<file path="src/design/tsc_pkg.sv">
// Purpose: Shared constants of the two-speed processor clock block.
// Assumes: System clock of 100 MHz; processor address bus of 16 bits.
// Notes: Timing figures are kept in their own unit and turned into cycles.
`default_nettype none
package tsc_pkg;
   localparam int SYS_CLK_HZ = 100_000_000;
   localparam int OSC_HZ = 4_000_000;
   localparam int OSC_DIV = SYS_CLK_HZ / OSC_HZ;
   localparam int PHASE_SHORT_NS = 500;
   localparam int PHASE_LONG_NS = 1000;
   localparam int PHASE_SHORT_CYC = PHASE_SHORT_NS * (SYS_CLK_HZ / 1_000_000)
                                    / 1000;
   localparam int PHASE_LONG_CYC = PHASE_LONG_NS * (SYS_CLK_HZ / 1_000_000)
                                   / 1000;
   localparam logic [4:0] OSC_LAST = 5'(OSC_DIV - 1);
   localparam logic [3:0] DIV_START_SLOW = 4'h4;
   localparam logic [3:0] DIV_START_FAST = 4'h6;
   localparam logic [3:0] DIV_LAST = 4'h9;
   localparam logic [3:0] PHI1_COUNTS = 4'h2;
   localparam int ADDR_W = 16;
   localparam int RATE_BIT = 13;
   localparam logic [15:0] DECODE_MASK = 16'h38E0;
   localparam logic [15:0] WDOG_CLEAR_ADDR = 16'h18C0;
   localparam logic [15:0] IRQ_ACK_ADDR = 16'h18E0;
   localparam int TB_STAGES = 12;
   localparam int WD_BITS = 4;
endpackage
`default_nettype wire

</file>
<file path="src/design/tsc_clock_ctrl.sv">
// Purpose: Two-speed two-phase processor clock, periodic interrupt, watchdog.
// Assumes: All inputs except nrst_i, which has its own synchronizer, are synchronous to clk_sys_i.
// Notes: The 4 MHz oscillator is an enable pulse from a divider.
`default_nettype none
module tsc_clock_ctrl #(
   parameter int TB_STAGES = tsc_pkg::TB_STAGES,
   parameter int WD_BITS = tsc_pkg::WD_BITS
) (
   input wire logic clk_sys_i,
   input wire logic nrst_i,
   input wire logic power_on_reset_i,
   input wire logic [tsc_pkg::ADDR_W-1:0] addr_i,
   input wire logic read_not_write_i,
   input wire logic valid_address_strobe_i,
   output logic phi1_o,
   output logic phi2_o,
   output logic rate_select_o,
   output logic interrupt_request_n_o,
   output logic interrupt_ack_strobe_o,
   output logic watchdog_clear_n_o,
   output logic cpu_reset_n_o
);
   logic rst_meta;
   logic rst_n;
   logic [4:0] osc_cnt;
   logic osc_tick;
   logic half;
   logic tap_tick;
   logic [3:0] div_cnt;
   logic [3:0] next_div_cnt;
   logic [3:0] start_cur;
   logic rate_cur;
   logic preload;
   logic started;
   logic [TB_STAGES-1:0] tb_cnt;
   logic tb_wrap;
   logic [WD_BITS-1:0] wd_cnt;
   logic wd_full;
   logic ack_hit;
   logic clr_hit;

   function automatic logic addr_hit(input logic [15:0] a,
                                     input logic [15:0] ref_addr);
      addr_hit = (a & tsc_pkg::DECODE_MASK) ==
                 (ref_addr & tsc_pkg::DECODE_MASK);
   endfunction

   always_ff @(posedge clk_sys_i or negedge nrst_i) begin
      if (!nrst_i) begin
         rst_meta <= 1'b0;
         rst_n <= 1'b0;
      end else begin
         rst_meta <= 1'b1;
         rst_n <= rst_meta;
      end
   end

   // The oscillator stand-in: one enable pulse every 25 system cycles.
   always_ff @(posedge clk_sys_i or negedge rst_n) begin
      if (!rst_n) begin
         osc_cnt <= 5'h00;
      end else if (osc_tick) begin
         osc_cnt <= 5'h00;
      end else begin
         osc_cnt <= osc_cnt + 5'h01;
      end
   end
   assign osc_tick = osc_cnt == tsc_pkg::OSC_LAST;

   // Half rate of the oscillator is a constant 2 MHz, whatever the speed.
   always_ff @(posedge clk_sys_i or negedge rst_n) begin
      if (!rst_n) begin
         half <= 1'b0;
      end else if (osc_tick) begin
         half <= !half;
      end
   end
   assign tap_tick = osc_tick && half;

   assign preload = div_cnt == tsc_pkg::DIV_LAST;
   assign start_cur = rate_cur ? tsc_pkg::DIV_START_FAST
                               : tsc_pkg::DIV_START_SLOW;

   always_comb begin
      if (preload) begin
         next_div_cnt = addr_i[tsc_pkg::RATE_BIT] ?
                        tsc_pkg::DIV_START_FAST : tsc_pkg::DIV_START_SLOW;
      end else begin
         next_div_cnt = div_cnt + 4'h1;
      end
   end

   // Rate is sampled only on preload, so a phase is never cut short.
   always_ff @(posedge clk_sys_i or negedge rst_n) begin
      if (!rst_n) begin
         div_cnt <= tsc_pkg::DIV_LAST;
         rate_cur <= 1'b0;
         started <= 1'b0;
      end else if (osc_tick) begin
         div_cnt <= next_div_cnt;
         started <= 1'b1;
         if (preload) begin
            rate_cur <= addr_i[tsc_pkg::RATE_BIT];
         end
      end
   end

   // Phase one covers the first two counts of a cycle, phase two the rest.
   always_ff @(posedge clk_sys_i or negedge rst_n) begin
      if (!rst_n) begin
         phi1_o <= 1'b0;
         phi2_o <= 1'b0;
      end else if (osc_tick) begin
         if (preload) begin
            phi1_o <= 1'b1;
            phi2_o <= 1'b0;
         end else begin
            phi1_o <= (next_div_cnt - start_cur) < tsc_pkg::PHI1_COUNTS;
            phi2_o <= (next_div_cnt - start_cur) >=
                      tsc_pkg::PHI1_COUNTS;
         end
      end
   end

   always_ff @(posedge clk_sys_i or negedge rst_n) begin
      if (!rst_n) begin
         rate_select_o <= 1'b0;
      end else begin
         rate_select_o <= addr_i[tsc_pkg::RATE_BIT];
      end
   end

   // Twelve binary stages of the 2 MHz tap.
   always_ff @(posedge clk_sys_i or negedge rst_n) begin
      if (!rst_n) begin
         tb_cnt <= '0;
      end else if (tap_tick) begin
         tb_cnt <= tb_cnt + 1'b1;
      end
   end
   assign tb_wrap = tap_tick && (&tb_cnt);

   assign ack_hit = valid_address_strobe_i && phi2_o && !read_not_write_i &&
                    addr_hit(addr_i, tsc_pkg::IRQ_ACK_ADDR);
   assign clr_hit = valid_address_strobe_i && phi2_o && !read_not_write_i &&
                    addr_hit(addr_i, tsc_pkg::WDOG_CLEAR_ADDR);
   assign interrupt_ack_strobe_o = ack_hit;
   assign watchdog_clear_n_o = !clr_hit;

   // A timebase event in the acknowledge cycle wins, so no interrupt is lost.
   always_ff @(posedge clk_sys_i or negedge rst_n) begin
      if (!rst_n) begin
         interrupt_request_n_o <= 1'b1;
      end else if (!cpu_reset_n_o) begin
         interrupt_request_n_o <= 1'b1;
      end else if (tb_wrap) begin
         interrupt_request_n_o <= 1'b0;
      end else if (ack_hit) begin
         interrupt_request_n_o <= 1'b1;
      end
   end

   // Watchdog reset lasts one interrupt period, then the count wraps to zero.
   always_ff @(posedge clk_sys_i or negedge rst_n) begin
      if (!rst_n) begin
         wd_cnt <= '0;
      end else if (power_on_reset_i) begin
         wd_cnt <= '0;
      end else if (tb_wrap) begin
         wd_cnt <= clr_hit ? WD_BITS'(1) : wd_cnt + 1'b1;
      end else if (clr_hit) begin
         wd_cnt <= '0;
      end
   end
   assign wd_full = &wd_cnt;

   always_ff @(posedge clk_sys_i or negedge rst_n) begin
      if (!rst_n) begin
         cpu_reset_n_o <= 1'b0;
      end else begin
         cpu_reset_n_o <= !(power_on_reset_i || wd_full);
      end
   end

   logic [7:0] hi1_len;
   logic [7:0] hi2_len;
   always_ff @(posedge clk_sys_i or negedge rst_n) begin
      if (!rst_n) begin
         hi1_len <= 8'h00;
         hi2_len <= 8'h00;
      end else begin
         hi1_len <= phi1_o ? hi1_len + 8'h01 : 8'h00;
         hi2_len <= phi2_o ? hi2_len + 8'h01 : 8'h00;
      end
   end
endmodule
`default_nettype wire

</file>
<file path="config.mk">
export PLATFORM = sky130hd
export DESIGN_NAME = tsc_clock_ctrl
export DESIGN_NICKNAME = d
export VERILOG_FILES = /design/src/design/tsc_pkg.sv /design/src/design/tsc_clock_ctrl.sv
export SDC_FILE = /design/constraint.sdc
export NUM_CORES = 1
export LEC_CHECK = 0
export ABC_AREA = 1
export BUFFER_PORTS_ARGS = -buffer_cell sky130_fd_sc_hd__buf_2
export CAP_MARGIN = 20
export CORE_MARGIN = 4
export CORE_UTILIZATION = 46
export CTS_BUF_LIST = sky130_fd_sc_hd__clkbuf_8
export DETAILED_ROUTE_END_ITERATION = 12
export PLACE_DENSITY = 0.67
export SYNTH_ARGS = -nofsm -noshare
export SYNTH_HDL_FRONTEND = slang
export SYNTH_SLANG_ARGS = --single-unit
</file>
<file path="constraint.sdc">
create_clock -name clk_sys_i -period 1.36 [get_ports clk_sys_i]
set_input_delay 0.272 -clock clk_sys_i [delete_from_list [all_inputs] [get_ports clk_sys_i]]
set_output_delay 0.272 -clock clk_sys_i [all_outputs]
set_load 0.01 [all_outputs]
</file>
; Word level (Yosys, flattened, before mapping)
; Cells that the tools add are included.
[totals]
inputBits = 21
reg_bits = 34
elab_cells = 53
[classes]
n_lt_le_gt_ge = 2
eq_ne = 5
add_sub_neg = 5
muxes = 13
n_reduce_logical = 15
[op_table]
columns = operator, count
row1 = $mux 4, 5
row2 = $add 12x1->12 const B, 1
row3 = $eq 6x5->1 const B, 2
row4 = $reduce_and 12->1, 1
row5 = $add 4x1->4 const B, 2
row6 = $logic_and 1x1->1, 6
row7 = $add 5x1->5 const B, 1
row8 = $eq 5x5->1 const B, 1
row9 = $mux 1, 5
row10 = $mux 5, 1
row11 = $eq 4x4->1 const B, 1
row12 = $ge 4x2->1 const B, 1
row13 = $logic_not 1->1, 4
row14 = $lt 4x2->1 const B, 1
row15 = $mux 2, 2
row16 = $reduce_and 4->1, 1
row17 = $sub 4x3->4, 1
row18 = $ne 3x2->1 const B, 1
row19 = $reduce_bool 3->1, 1
row20 = $reduce_and 2->1, 1
row21 = $logic_or 1x1->1, 1

; Depth between registers and ports, before layout
[depth]
ltp_word = 6
mapped_depth = 14
ltp_nobuf = 14

; Worst setup path after synthesis
; Ideal clock, no wire load.
[synth_path]
kind = flip-flop to flip-flop
start = register div_cnt[0]
end = register phi2_o
setup_time_ns = 0.117
t_arrival_ns = 1.852
setup_slack_ns = -0.609
t_required_ns = 1.243
path_buffers = 0
stages_incl_launch_ff = 13
path_cell_list = dfstp_2 ha_1 nand3_1 o21ai_0 ha_1 inv_1 ha_1 inv_1 nand2_1 nor2_1 nand3_1 nand2_1 nor2_1
[synth_between]
elab_chain_cells = 5
[synth_lines]
columns = item, line_no
row1 = start: declaration, tsc_clock_ctrl.sv:29  ; logic [3:0] div_cnt;
row2 = start signal: assignment, tsc_clock_ctrl.sv:96  ; div_cnt <= tsc_pkg::DIV_LAST;
row3 = start signal: assignment, tsc_clock_ctrl.sv:100  ; div_cnt <= next_div_cnt;
row4 = $add 4x1->4 / $eq 4x4->1 (equally long branches), "tsc_clock_ctrl.sv:89, tsc_clock_ctrl.sv:80"
row5 = $mux 4, tsc_clock_ctrl.sv:85  ; if (preload) begin
row6 = $sub 4x3->4, tsc_clock_ctrl.sv:119  ; phi2_o <= (next_div_cnt - start_cur) >=
row7 = $ge 4x2->1, tsc_clock_ctrl.sv:119
row8 = $mux 1 *, tsc_clock_ctrl.sv:114  ; if (preload) begin
row9 = end signal: assignment, tsc_clock_ctrl.sv:119
row10 = end: declaration, tsc_clock_ctrl.sv:16  ; output logic phi2_o,
; Every way passes the cells marked *; elsewhere a longest branch is shown, timed or not.
; A chain may end at the register's enable or synchronous reset.

; Worst setup path in the final report
; Ends and elaborated chain as after synthesis.

==> qor.txt <==
worst-case vdd ir drop = 727 uV
total number of placement rows = 22
# setup viols final = 8
filler instances = 313
area leader, netlist = dfrtp_1
timing-limited maximum frequency = 542 MHz
switching power of the nets = 0.000405 W
wire length of the first global-routing pass = 6.29 mm
Core Box Area = 3800 sq um
iteration-0 DRC count of the detailed router = 71
Post-Route WL = 3.74 mm
Arr. time, crit path = 2.03 ns
final setup slack of the worst path = -0.487 ns
count of clock tree sinks = 34
Synth Flop Type = dfrtp_1
FF+latch count, synth = 34
maximum clock skew at final layout = 0.00934 ns
Worst Setup End Kind = flop
area share of the leading cell type in the synthesized netlist = 41.6%
count of unique library cells instantiated by Yosys = 27
routability congestion estimate = 0.800
portion of total power attributed to sequential cells = 51.6%
number of detailed-routing iterations run before antenna repair = 4
Synthesized Nets = 259
clock-pin slew on the worst setup and hold paths = 0.07 ns
family with the most delay on the worst path = flip-flops
Area contributors post-synth = dfrtp_1, nand2_1, inv_1
end of the worst register-to-register path = phi2_o$_DFFE_PN0N_
clock tree from TritonCTS = built
share of cells above drive strength 1 = 36.4%
ratio of routed vias to standard cells = 4.81
design area = 2500 sq um
unrepaired setup endpoints after global routing = yes
run status = finished, violations left
Sw Ratio = 20.3%
non-filler instance count after layout = 328
worst-skew pair later-pin latency = 0.29 ns
largest fanout of any net on the critical path = 3
Final min period = 1.85 ns
crit path kind = reg -> reg
Max stage delay on crit path = 0.56 ns
placed standard-cell area = 2190 sq um
series of cell instances along the critical path = ha_4, nand3_4, o21ai_2, ha_2, inv_2, ha_4, inv_2, nand2_1, nor2_1, nand3_1, nand2_1, nor2_1
initial antenna violation count = 0
start point of the critical path = div_cnt[0]$_DFFE_PN1N_
width of the chip = 71.7 microns
Maximum Capacitance Violations = 0
proportion of power drawn by combinational gates = 4.2%
internal power contribution = 0.00159 W
DRC errors left = 0
Min-Delay Path Class = reg -> async
number of pins exceeding their max-slew limit in the final report = 0
Num CTS Buffers = 5
vias in the first global route = 1436
hold violation total from the final report = 0
number of antenna-violating nets in the routed design = 0
Worst Setup Start Kind = flop
average cell area after synthesis = 8.11 sq um
root buf cell = clkbuf_8
start of the worst register-to-register path = div_cnt[0]$_DFFE_PN1N_
part of the cycle the worst path needs = 136%
count of flip-flops with a built-in enable after synthesis = 0
maximum number of buffers from clock root to sink = 2
maximum number of pins on one net before global-route repair = 26
DP Cell Count = 313
Cells after Synth = 230
Boundary Pins = 28
power density of the placed cells = 798 nW/um^2
Static Leakage = 1.22 nW
WHS = 0.154 ns
total die area = 5140 sq um
sequential fraction of the synthesis area = 45.8%
fraction of registers with async set/reset = 100%
starting density of the core = 49.1%
Overall Global Routing Usage = 15.6%
Post-Route Utilization = 65.8%
violations in the final reports = setup timing
y dimension of the die = 71.7 microns
worst path required time = 1.54 ns
Nets = 308
Port-buffer cells = 17
H-tree depth = 2
number of buffer and inverter stages on the critical path = 2
Register-to-Register Setup Slack = -0.49 ns
synthesis-to-finish area growth = 34.0%
Ant. Diodes = 0
Congestion Overflow GR = 0
total via count in the routed design = 1578
summed instance area of the synthesized netlist = 1870 sq um
portion of total power attributed to the clock network = 44.2%
critical path's slowest cell = dfstp_2
half-perimeter wire length after placement = 2.61 mm
worst-case reg-to-reg path depth = 12
total number of yosys warnings = 0
routed wire length per instance = 11.4 microns
sequential cells by signal, summed over array words and instances, names as in the netlist, 4 cells and up:
register,cells
wd_cnt,4
tb_cnt,12
div_cnt,4
osc_cnt,5
worst max-delay path by stage:
stage | to | slack [ns] | depth (start not counted)
3_5_place_dp | phi2_o$_DFFE_PN0N_ | -0.51 | 12
3_3_place_gp | phi2_o$_DFFE_PN0N_ | -0.46 | 12
5_1_grt | phi2_o$_DFFE_PN0N_ | -0.59 | 12
4_1_cts | phi2_o$_DFFE_PN0N_ | -0.47 | 12
2_1_floorplan | phi2_o$_DFFE_PN0N_ | -0.47 | 12
6_report | phi2_o$_DFFE_PN0N_ | -0.49 | 12
placed cells by master (no fill, tap or decap), drive strengths merged:
master and instances:
nand2 64, buf 43, inv 34, dfrtp 31, nor2 29, nand3 20, o21ai 12, nand4 9
ha 8, xor2 6, clkbuf 5, a21oi 4, xnor2 4, dfstp 3, nor3 1, or3 1
clkinv 1, o22ai 1, or2 1, bufinv 1, dlygate4sd3 1, conb 1
power by group through the flow:
stage               clock network, W   logic, W  registers [W]
floorplan                          0  0.0000178        0.00106
global placement                   0  0.0000738        0.00105
detailed placement                 0  0.0000749        0.00105
CTS                         0.000906  0.0000818        0.00103
global route                0.000940  0.0000932        0.00103
finish                      0.000883  0.0000830        0.00103
kinds of logic after synthesis:
| family | count (synthesis) | share of synthesized area, % |
|---|---|---|
| adder cells (fa/ha/maj) | 8 | 5.37 |
| flip-flops | 34 | 45.8 |
| buffers and inverters | 35 | 7.65 |
| other | 1 | 0.201 |
| AND/OR/NAND/NOR | 125 | 31.7 |
| AO/OA/AOI/OAI | 17 | 4.63 |
| XOR/XNOR | 10 | 4.69 |
cells in the mapped netlist (2+ instances only):
cell and count:
inv_1 27, nand2_2 5, xnor2_1 4, nand2_1 58, nand3_1 19, a21oi_1 4
nor2_1 23, xor2_1 6, nand4_1 9, nor2_4 4, inv_2 5, o21ai_0 5
o21ai_1 7, ha_1 8, dfstp_2 3, nor2_2 2, dfrtp_1 31
layout make-up:
| type | count | area (sq um) | area share, % |
|---|---|---|---|
| inverter | 33 | 131 | 5.26 |
| clock buffer | 5 | 68.8 | 2.75 |
| sequential | 34 | 855 | 34.2 |
| clock inverter | 3 | 37.5 | 1.50 |
| tap | 48 | 60.1 | 2.40 |
| timing repair buffer | 44 | 322 | 12.9 |
| multi-input combinational | 161 | 1030 | 41.0 |
metrics by stage:
stage                     power, W  setup WS, ns  TNS, ns
after global placement     0.00112        -0.459   -0.905
after global routing       0.00206        -0.592    -3.63
final                      0.00200        -0.487    -1.75
after floorplan            0.00108        -0.469   -0.869
after CTS                  0.00202        -0.475    -1.74
after detailed placement   0.00112        -0.508    -1.12
layer usage:
layer / vias to the layer above / share of wire (%) / global-route usage (%)
met1: 722 / 48 / 20.6
met4: 0 / 1.9 / 7.52
li1: 825 / - / -
met5: - / 0 / 0
met2: 23 / 46 / 23.9
met3: 8 / 4.3 / 3.93
timing repair:
item	in CTS	in global routing
hold endpoints to repair	2	0
endpoints found under the setup margin	6	23
setup buffers	5	2
pin swaps	10	12
hold buffers	1	0
gates resized for setup	12	31
Power figures use the tool's default switching activity.
